--- src/include/sys_cmd_pkg.sv ---
package sys_cmd_pkg;
    // Command codes in data byte 0
    localparam logic [7:0] CMD_POWER_QUERY = 8'h71;
    localparam logic [7:0] CMD_SYS_RESET = 8'h76;
    localparam logic [7:0] CMD_BRAKE_RELEASE = 8'h77;
    localparam logic [7:0] CMD_BRAKE_ENGAGE = 8'h78;
    localparam logic [7:0] CMD_UPTIME_QUERY = 8'hb1;
    // Frame identifiers
    localparam logic [10:0] CAN_REQ_ID = 11'h141;
    localparam logic [10:0] CAN_REPLY_ID = 11'h241;
    localparam logic [7:0] RS485_HEADER = 8'h3e;
    localparam logic [7:0] RS485_MOTOR_ID = 8'h01;
    localparam logic [7:0] FRAME_LEN = 8'h08;
    localparam int FRAME_BYTES = 8;
    // Field positions in the reply frame, byte indices
    localparam int POWER_LO_BYTE = 6;
    localparam int UPTIME_LO_BYTE = 4;
    // Brake output: high means engaged (locked)
    localparam logic BRAKE_ENGAGED = 1'b1;
    localparam logic BRAKE_RELEASED = 1'b0;
    // Timing
    localparam int CLK_HZ = 20_000_000;
    localparam int MS_PER_S = 1000;
    localparam int TICK_MS = 1;
    localparam int CYCLES_PER_MS = CLK_HZ / MS_PER_S * TICK_MS;
    localparam int RESET_PULSE_CYCLES = 4;
endpackage

--- src/core/servo_system_command_handler.sv ---
// Operation
// - 0x71 with zero payload queries power
// - Power reply is unsigned 16-bit, 0.1 W
// - Power reply: echo, zeros, low byte 6
// - 0x76 resets system, sends no reply
// - 0x77 releases the holding brake
// - 0x78 engages the holding brake
// - Brake commands reply with exact echo
// - Brake output defaults to engaged state
// - 0xB1 queries millisecond run time
// - Uptime reply: echo, zeros, bytes 4-7 LSB-first
// - Uptime counter restarts at zero on reset
module servo_system_command_handler #(
    parameter int CYCLES_PER_MS = sys_cmd_pkg::CYCLES_PER_MS
) (
    input wire logic clk_sys_i,
    input wire logic resetn_i,
    input wire logic cmd_valid_i,
    input wire logic [63:0] cmd_data_i,
    input wire logic [15:0] motor_power_i,
    output logic reply_valid_o,
    output logic [63:0] reply_data_o,
    output logic brake_engaged_o,
    output logic sys_reset_o,
    output logic cmd_ignored_o
);
    import sys_cmd_pkg::*;

    // Byte view of the incoming frame, byte 0 in bits 7:0
    logic [7:0] cmd_byte [FRAME_BYTES];
    // Payload bytes 1..7 must be zero for any of these commands
    logic payload_zero;
    logic [7:0] opcode;
    logic [31:0] uptime_ms_count_q;
    logic [$clog2(CYCLES_PER_MS)-1:0] ms_div_q;
    logic [$clog2(RESET_PULSE_CYCLES+1)-1:0] rst_cnt_q;
    // Soft reset request, held for a few cycles so it is seen system-wide
    logic soft_reset;

    // One lane per byte of the frame; transport framing, ids and CRC are
    // stripped before the frame reaches this block
    genvar gi;
    generate
        for (gi = 0; gi < FRAME_BYTES; gi++) begin : g_bytes
            assign cmd_byte[gi] = cmd_data_i[gi*8 +: 8];
        end
    endgenerate

    assign opcode = cmd_byte[0];
    assign payload_zero = (cmd_data_i[63:8] == 56'h0);
    assign soft_reset = (rst_cnt_q != '0);

    // Reset pulse generator; the system restarts when this releases
    always_ff @(posedge clk_sys_i or negedge resetn_i) begin
        if (!resetn_i) begin
            rst_cnt_q <= '0;
            sys_reset_o <= 1'b0;
        end else begin
            if (cmd_valid_i && payload_zero && opcode == CMD_SYS_RESET && !soft_reset) begin
                rst_cnt_q <= ($bits(rst_cnt_q))'(RESET_PULSE_CYCLES);
            end else if (soft_reset) begin
                rst_cnt_q <= rst_cnt_q - 1'b1;
            end
            sys_reset_o <= (cmd_valid_i && payload_zero && opcode == CMD_SYS_RESET)
                           || (rst_cnt_q > 1);
        end
    end

    // Millisecond divider and uptime counter; both start again at zero
    // on hard reset and during the soft reset pulse.
    always_ff @(posedge clk_sys_i or negedge resetn_i) begin
        if (!resetn_i) begin
            ms_div_q <= '0;
            uptime_ms_count_q <= 32'h0;
        end else if (soft_reset) begin
            ms_div_q <= '0;
            uptime_ms_count_q <= 32'h0;
        end else if (ms_div_q == ($bits(ms_div_q))'(CYCLES_PER_MS - 1)) begin
            ms_div_q <= '0;
            // Wraps after 2^32 ms, about 49 days
            uptime_ms_count_q <= uptime_ms_count_q + 32'h1;
        end else begin
            ms_div_q <= ms_div_q + 1'b1;
        end
    end

    // Holding brake: locked out of reset so an unpowered or restarting
    // drive never lets the motor move.
    always_ff @(posedge clk_sys_i or negedge resetn_i) begin
        if (!resetn_i) begin
            brake_engaged_o <= BRAKE_ENGAGED;
        end else if (soft_reset) begin
            brake_engaged_o <= BRAKE_ENGAGED;
        end else if (cmd_valid_i && payload_zero) begin
            case (opcode)
                CMD_BRAKE_RELEASE: brake_engaged_o <= BRAKE_RELEASED;
                CMD_BRAKE_ENGAGE: brake_engaged_o <= BRAKE_ENGAGED;
                default: brake_engaged_o <= brake_engaged_o;
            endcase
        end
    end

    // Reply builder: one cycle after the command frame
    always_ff @(posedge clk_sys_i or negedge resetn_i) begin
        if (!resetn_i) begin
            reply_valid_o <= 1'b0;
            reply_data_o <= 64'h0;
            cmd_ignored_o <= 1'b0;
        end else begin
            reply_valid_o <= 1'b0;
            cmd_ignored_o <= 1'b0;
            if (cmd_valid_i && !soft_reset) begin
                if (!payload_zero) begin
                    // Malformed frames get no reply and are flagged on cmd_ignored_o
                    cmd_ignored_o <= 1'b1;
                end else begin
                    case (opcode)
                        CMD_POWER_QUERY: begin
                            reply_valid_o <= 1'b1;
                            reply_data_o <= {motor_power_i, 40'h0, opcode};
                        end
                        CMD_BRAKE_RELEASE, CMD_BRAKE_ENGAGE: begin
                            reply_valid_o <= 1'b1;
                            reply_data_o <= cmd_data_i;
                        end
                        CMD_UPTIME_QUERY: begin
                            reply_valid_o <= 1'b1;
                            reply_data_o <= {uptime_ms_count_q, 24'h0, opcode};
                        end
                        CMD_SYS_RESET: begin
                            reply_valid_o <= 1'b0;
                        end
                        default: begin
                            // Other codes belong to other handlers
                            cmd_ignored_o <= 1'b1;
                        end
                    endcase
                end
            end
        end
    end
endmodule

--- config.mk ---
export PLATFORM = sky130hd
export DESIGN_NAME = servo_system_command_handler
export DESIGN_NICKNAME = d
export VERILOG_FILES = /design/src/include/sys_cmd_pkg.sv /design/src/core/servo_system_command_handler.sv
export SDC_FILE = /design/constraint.sdc
export NUM_CORES = 1
export LEC_CHECK = 0
export ABC_AREA = 1
export BUFFER_PORTS_ARGS = -buffer_cell sky130_fd_sc_hd__buf_2
export CAP_MARGIN = 20
export CORE_MARGIN = 2
export CORE_UTILIZATION = 54
export DETAILED_ROUTE_END_ITERATION = 6
export GPL_TIMING_DRIVEN = 0
export PLACE_DENSITY = 0.8
export SLEW_MARGIN = 20
export SYNTH_ARGS = -nofsm -noshare
export SYNTH_HDL_FRONTEND = slang
export SYNTH_SLANG_ARGS = --single-unit
--- constraint.sdc ---
create_clock -name clk_sys_i -period 2.1 [get_ports clk_sys_i]
set_input_delay 0.21 -clock clk_sys_i [delete_from_list [all_inputs] [get_ports clk_sys_i]]
set_output_delay 0.21 -clock clk_sys_i [all_outputs]
set_load 0.1 [all_outputs]
==> results of run 1 <==
==> logic make-up (layout without fill, tap and decap cells) <==
kind of cell,Yosys count,count (layout),synth area share
AOI/OAI and AO/OA,55,55,0.04559
xor gates and xnor gates,5,5,0.006937
adders and majority gates,5,5,0.009911
buffers and inverters,121,306,0.07810
DFF,118,118,0.4680
and+or+nand+nor,588,588,0.3915
==> critical path, stage by stage, from the launching register on <==
cell and delay [ns]:
dfrtp_1 0.41, inv_1 0.12, ha_1 0.16, nand2_1 0.10, inv_2 0.14, nand2_2 0.13
inv_2 0.13, nand4_1 0.23, clkbuf_2 0.28, nand2_1 0.11, nand2_1 0.06
==> placed cells by master (no fill, tap or decap), drive strengths merged, types with 2 or more instances in the layout <==
master / n
inv: 91
buf: 168
nand4: 24
clkinvlp: 4
xor2: 4
nor2: 140
dfrtp: 117
clkbuf: 32
nor3: 22
nand2: 290
a21oi: 12
nand3: 108
o21ai: 37
a31oi: 2
o31ai: 3
ha: 5
clkinv: 7
bufinv: 3
==> state kept, by name, indices dropped and copies added (netlist names) <==
| name | flops |
|---|---|
| cmd_ignored_o | 1 |
| uptime_ms_count_q | 32 |
| reply_valid_o | 1 |
| brake_engaged_o | 1 |
| sys_reset_o | 1 |
| rst_cnt_q | 3 |
| reply_data_o | 64 |
| ms_div_q | 15 |
==> path summary, 6_finish.rpt <==
path | startpoint | to | slack (ns) | cells past startpoint
max | rst_cnt_q[0]$_DFFE_PN0P_ | reply_data_o[35]$_DFFE_PN0P_ | 0.11 | 10
min | cmd_data_i[2] | reply_data_o[2]$_DFFE_PN0P_ | 0.06 | 3
max reg2reg | rst_cnt_q[0]$_DFFE_PN0P_ | reply_data_o[35]$_DFFE_PN0P_ | 0.11 | 10
min reg2reg | reply_data_o[4]$_DFFE_PN0P_ | reply_data_o[4]$_DFFE_PN0P_ | 0.46 | 2
max in group asynchronous | resetn_i | reply_data_o[21]$_DFFE_PN0P_ | 1.04 | 3
min in group asynchronous | resetn_i | ms_div_q[11]$_DFF_PN0_ | 0.39 | 2
==> routing by layer <==
layer / track usage / wire length, um / vias up
met4: 0.1130 / 478 / 0
met5: 0 / 0 / -
li1: - / - / 3197
met2: 0.5108 / 9478 / 359
met3: 0.05508 / 1767 / 44
met1: 0.4236 / 7995 / 3076
==> timing repair <==
item | 4_1_cts | 5_1_grt
hold endpoints to repair | 70 | 0
setup buffers | 0 | 1
endpoints found under the setup margin | 21 | 55
gates cloned | 0 | 0
pin swaps | 1 | 1
hold buffers | 1 | 0
resized for setup | 4 | 13
==> cell usage after synthesis <==
cell type  count  area share
nand3_1      107       0.085
nor3_4         1      0.0026
nor2_1       138       0.082
nor3b_1        1      0.0012
o21ai_0       37       0.029
clkinv_1       2      0.0012
buf_2         10      0.0079
nor3_2         1      0.0016
nand3_2        1      0.0016
inv_2          4      0.0024
buf_6          2      0.0036
nand2_2        1     0.00099
nand2_1      289        0.17
nand4_1       24       0.024
and3_1         1     0.00099
dfrtp_1      117        0.46
buf_1          2      0.0012
xnor2_1        1      0.0014
inv_1         85       0.051
o31ai_1        3      0.0036
a31oi_1        2      0.0020
clkbuf_1      13      0.0077
nor3_1        20       0.016
xor2_1         4      0.0055
dfstp_2        1      0.0042
buf_4          3      0.0036
ha_1           5      0.0099
nand3b_1       1      0.0012
a21oi_1       12      0.0095
o211ai_1       1      0.0012
or2_2          1     0.00099
nor2_2         2      0.0020
==> final cells by class <==
cell class,count,area [um2],area share
clock buffers,18,439.2,0.05532
well taps,143,178.9,0.02254
flip-flops and latches,118,2954,0.3721
inverters,91,345.3,0.04350
repair buffers,153,802.0,0.1010
clock inverters,14,175.2,0.02206
plain buffers,30,166.4,0.02096
multi-input cells,653,2878,0.3625
==> metrics by stage <==
stage | utilization | hold slack (ns) | worst slack [ns]
floorplan | - | -0.08559 | 0.4438
global placement | 0.6342 | 0.4433 | -0.6414
detailed placement | 0.6372 | 0.2777 | 0.07750
CTS | 0.6925 | 0.03939 | 0.006160
global route | 0.6953 | 0.07614 | -0.003582
finish | 0.6953 | 0.05515 | 0.1076
==> power groups by stage <==
stage / combinational [mW] / sequential, mW / clock, mW
2_1_floorplan: 0.0556 / 2.32 / 0
3_3_place_gp: 0.222 / 2.32 / 0
3_5_place_dp: 0.231 / 2.32 / 0
4_1_cts: 0.235 / 2.28 / 3.03
5_1_grt: 0.260 / 2.27 / 3.15
6_report: 0.236 / 2.28 / 3.02
==> reports/qor.csv, run 1 <==
metric,value,unit
fin area,0.007939,mm2
"CTS clk-pin slew, worst paths",0.06,ns
Final GP Congestion,0.9578,
Leak,4.202,nW
layout cells sized above 1,0.2052,
DRC viols,0,
DP HPWL,14350,um
Clock power frac,0.546,
remaining antenna violation count after routing,0,
Port Buf Inserts,150,
final setup TNS,0,ns
setup violators final,0,
Combinational Power Share,0.043,
"FF+latch count, synth",118,
via count,6676,
Flop pwr share,0.412,
status,completed,
CTS tree,built,
Syn Nets,980,
# placed instances,1186,
largest net degree at the start of global routing,73,
vias in the first global route,6050,
clock latency at the later pin of the worst-skew pair,0.42,ns
total power,5.529,mW
CTS Buf Count,17,
area added between synthesis and finish,25.77,%
Final Non-Filler Cells,1220,
number of antenna violations at the first check in global routing,0,
Setup Skew,0.01065,ns
Crit Path Class,flip-flop to flip-flop,
Max Slew Vio Count,0,
TritonCTS Sinks,118,
Clock Tree Buf Depth,2,
yosys warns,0,
worst vdd ir,0.6034,mV
Sw Pwr,1.261,mW
number of max-cap violations,0,
Fillers,966,
final net count,1152,
H-Tree Level Count,4,
grt total ovfl,0,
chip width,112.1,um
Sw Ratio,0.2280,
Starting Density,0.5528,
pwr/cell area,696.4,mW/mm2
Final Hold Viols,0,
Die Span Y,112.1,um
"Data required, critical path",2.40,ns
post-synth cell types,32,
Slew headroom,0.5443,
area of the die,0.01257,mm2
syn_area_per_cell,7.077,um2
cell area after synthesis,0.006312,mm2
"Data arrival, critical path",2.30,ns
Placement Rows,39,
Hold Path Class,primary input to flip-flop,
Overall Global Routing Usage,0.3127,
Gate Count Post-Synth,892,
Tmin final,1.992,ns
drt pass-1 iters,5,
first-pass GRT wire length,30760,um
final WL,19720,um
DRT iter0 DRCs,692,
period utilisation layout,0.9488,
vias per cell,5.472,
n_diodes,0,
Clock Tree Root,clkbuf_16,
instance area at placement,0.007276,mm2
P_int,4.268,mW
Worst setup EP type,flip-flop,
Slew @ Worst Pin,0.6836,ns
FMAX,501.9,MHz
Routed wire per std cell,16.16,um
IO Count,151,
"Seq/Total Area, Yosys",0.4680,
worst-path fanout max,10,
Startpoint Class,flip-flop,
Core ar.,0.01142,mm2
Note: power is estimated with default switching activity, not from simulation.
==> inputs of run 2 (changes only) <==
--- a/config.mk
+++ b/config.mk
@@ -8,11 +8,11 @@
 export ABC_AREA = 1
 export BUFFER_PORTS_ARGS = -buffer_cell sky130_fd_sc_hd__buf_2
 export CAP_MARGIN = 20
-export CORE_MARGIN = 2
-export CORE_UTILIZATION = 54
+export CORE_MARGIN = 4
+export CORE_UTILIZATION = 50
 export DETAILED_ROUTE_END_ITERATION = 6
 export GPL_TIMING_DRIVEN = 0
-export PLACE_DENSITY = 0.8
+export PLACE_DENSITY = 0.75
 export SLEW_MARGIN = 20
 export SYNTH_ARGS = -nofsm -noshare
 export SYNTH_HDL_FRONTEND = slang
==> constraint.sdc (replaced) <==
create_clock -name clk_sys_i -period 2.31 [get_ports clk_sys_i]
set_input_delay 0.231 -clock clk_sys_i [delete_from_list [all_inputs] [get_ports clk_sys_i]]
set_output_delay 0.231 -clock clk_sys_i [all_outputs]
set_load 0.1 [all_outputs]
==> run 2 against run 1 <==
Maximum frequency decreased by 7.3%. Power decreased by 13%. Non-clock buffer count decreased by 1. Die area increased by 15%. Utilization decreased by 4.7 points. Via count decreased by 1.2%. Critical path type unchanged. Largest cell class unchanged. Largest power group unchanged.
==> reports/qor.csv, run 2 (synthesis results as in run 1) <==
metric,value,unit,change
status,completed,,unchanged
IO Count,151,,unchanged
Final Hold Viols,0,,unchanged
met1 WL,8117,um,was 7995 um
"Data required, critical path",2.66,ns,was 2.40 ns
Sw Ratio,0.2313,,was 0.2280
TritonCTS Sinks,118,,unchanged
hold path depth,3,,unchanged
final WL,19490,um,was 19720 um
worst vdd ir,0.4136,mV,was 0.6034 mV
CTS Buf Count,17,,unchanged
Fin Hold WS,0.06157,ns,was 0.05515 ns
fin worst setup slack,0.1616,ns,was 0.1076 ns
"Data arrival, critical path",2.50,ns,was 2.30 ns
Port Buf Inserts,150,,unchanged
Tmin final,2.148,ns,was 1.992 ns
setup violators final,0,,unchanged
Largest register FFs,64,,unchanged
Leak,4.159,nW,was 4.202 nW
period utilisation layout,0.9300,,was 0.9488
pwr/cell area,608.4,mW/mm2,was 696.4 mW/mm2
Startpoint Class,flip-flop,,unchanged
clock latency at the later pin of the worst-skew pair,0.42,ns,about the same
Slew headroom,0.5367,,was 0.5443
worst-path fanout max,10,,unchanged
"commonest non-fill, non-tap cell in the layout",nand2_1,,unchanged
Setup Skew,0.008292,ns,was 0.01065 ns
n_diodes,0,,unchanged
Biggest register,reply_data_o,,unchanged
Slew @ Worst Pin,0.6949,ns,was 0.6836 ns
vias in the first global route,6235,,was 6050
DRC viols,0,,unchanged
Starting Density,0.5190,,was 0.5528
layout cells sized above 1,0.1952,,was 0.2052
Clock Tree Root,clkbuf_16,,unchanged
CTS tree,built,,unchanged
Final GP Congestion,0.9350,,was 0.9578
DRT iter0 DRCs,711,,was 692
most frequent cells in the layout,"nand2_1 (289), buf_2 (159), nor2_1 (138), dfrtp_1 (117), nand3_1 (107)",,"was nand2_1 (288), buf_2 (156), nor2_1 (136), dfrtp_1 (117), nand3_1 (107)"
Combinational Power Share,0.044,,was 0.043
Top Registers,"reply_data_o x64, uptime_ms_count_q x32, ms_div_q x15",,unchanged
Crit. Startpoint,rst_cnt_q[0]$_DFFE_PN0P_,,unchanged
"CTS clk-pin slew, worst paths",0.06,ns,about the same
Clock Tree Buf Depth,2,,unchanged
final net count,1151,,was 1152
area of the die,0.01449,mm2,was 0.01257 mm2
Hold Path Class,primary input to flip-flop,,unchanged
largest net degree at the start of global routing,78,,was 73
Place WS,0.2664,ns,was 0.07750 ns
via count,6594,,was 6676
remaining antenna violation count after routing,0,,unchanged
WL met3,1924,um,was 1767 um
grt total ovfl,0,,unchanged
number of antenna violations at the first check in global routing,1,,was 0
Sw Pwr,1.110,mW,was 1.261 mW
Placement Rows,40,,was 39
vias per cell,5.301,,was 5.472
final setup TNS,0,ns,unchanged
P_int,3.688,mW,was 4.268 mW
RSZ-0062 raised after global routing,yes,,
Die Span Y,120.4,um,was 112.1 um
Flop pwr share,0.431,,was 0.412
chip width,120.4,um,was 112.1 um
uppermost layer routed,met5,,was met4
Hold Path Origin,cmd_data_i[7],,was cmd_data_i[2]
Crit Path Class,flip-flop to flip-flop,,unchanged
number of max-cap violations,0,,unchanged
first-pass GRT wire length,31380,um,was 30760 um
FF-to-FF path depth,10,,unchanged
Max Slew Vio Count,0,,unchanged
met2 WL post-DR,9026,um,was 9478 um
Final Util,0.6484,,was 0.6953
Core ar.,0.01216,mm2,was 0.01142 mm2
drt pass-1 iters,6,,was 5
Routed wire per std cell,15.67,um,was 16.16 um
R2R Path Start,rst_cnt_q[0]$_DFFE_PN0P_,,unchanged
Worst setup EP type,flip-flop,,unchanged
H-Tree Level Count,4,,unchanged
area added between synthesis and finish,24.92,%,was 25.77%
Overall Global Routing Usage,0.2752,,was 0.3127
DP HPWL,14990,um,was 14350 um
FMAX,465.5,MHz,was 501.9 MHz
Clock power frac,0.524,,was 0.546
## run 2: cell types whose count changed in the layout (fill, tap and decap cells not counted), sizes merged
cell | before | now
clkbuf | 32 | 31
bufinv | 3 | 1
buf | 168 | 169
clkinv | 7 | 8
## run 2: layout make-up
cell class | instances | area [um2]
buffer | 30 | 151.4
clock buffer | 19 | 452.9
timing repair buffer | 152 | 787.0
multi-input combinational | 653 | 2865
tap | 168 | 210.2
clock inverter | 13 | 122.6
sequential | 118 | 2954
fill | 1126 | 4277
inverter | 91 | 341.6
## run 2: repair_timing
| item | in CTS | in global routing |
|---|---|---|
| setup buffers | 0 | 0 |
| gates resized for setup | 0 | 1 |
| hold buffers | 1 | 0 |
| hold endpoints to repair | 76 | 0 |
| setup endpoints to repair | 0 | 3 |
## run 2: power by group through the flow
stage | Clock (mW) | Combinational [mW] | Sequential, mW
5_1_grt | 2.64 | 0.233 | 2.07
4_1_cts | 2.55 | 0.212 | 2.07
2_1_floorplan | 0 | 0.0506 | 2.11
3_5_place_dp | 0 | 0.209 | 2.11
6_report | 2.52 | 0.212 | 2.07
3_3_place_gp | 0 | 0.204 | 2.11
## run 2: worst paths after layout
kind	to	slack, ns
setup reg to reg	reply_data_o[36]$_DFFE_PN0P_	0.16
min in group asynchronous	ms_div_q[11]$_DFF_PN0_	0.41
hold / removal	reply_data_o[7]$_DFFE_PN0P_	0.06
setup / recovery	reply_data_o[36]$_DFFE_PN0P_	0.16
max in group asynchronous	brake_engaged_o$_DFFE_PN1P_	1.15
hold reg to reg	ms_div_q[0]$_DFF_PN0_	0.46
## run 2: metrics by stage
stage	cell area, um2	power, mW	instances
6_report	7885	4.797	1244
5_1_grt	7885	4.944	1244
4_1_cts	7885	4.828	1244
3_5_place_dp	7300	2.315	1211
3_3_place_gp	7273	2.310	1210
2_1_floorplan	6312	2.164	892
## run 2: per-layer routing
metal,vias to the layer above,GRT usage
met1,3013,0.3641
li1,3194,-
met5,-,0
met4,2,0.09915
met3,40,0.06455
met2,345,0.4439
## run 2: worst max-delay path, cell delays in order (launching register included)
cell     delay (ns)
dfrtp_1        0.39
inv_1          0.09
ha_1           0.19
nand2_1        0.13
inv_2          0.09
nand2_1        0.16
inv_1          0.14
nand4_1        0.18
buf_1          0.42
nand2_1        0.16
nand2_1        0.11
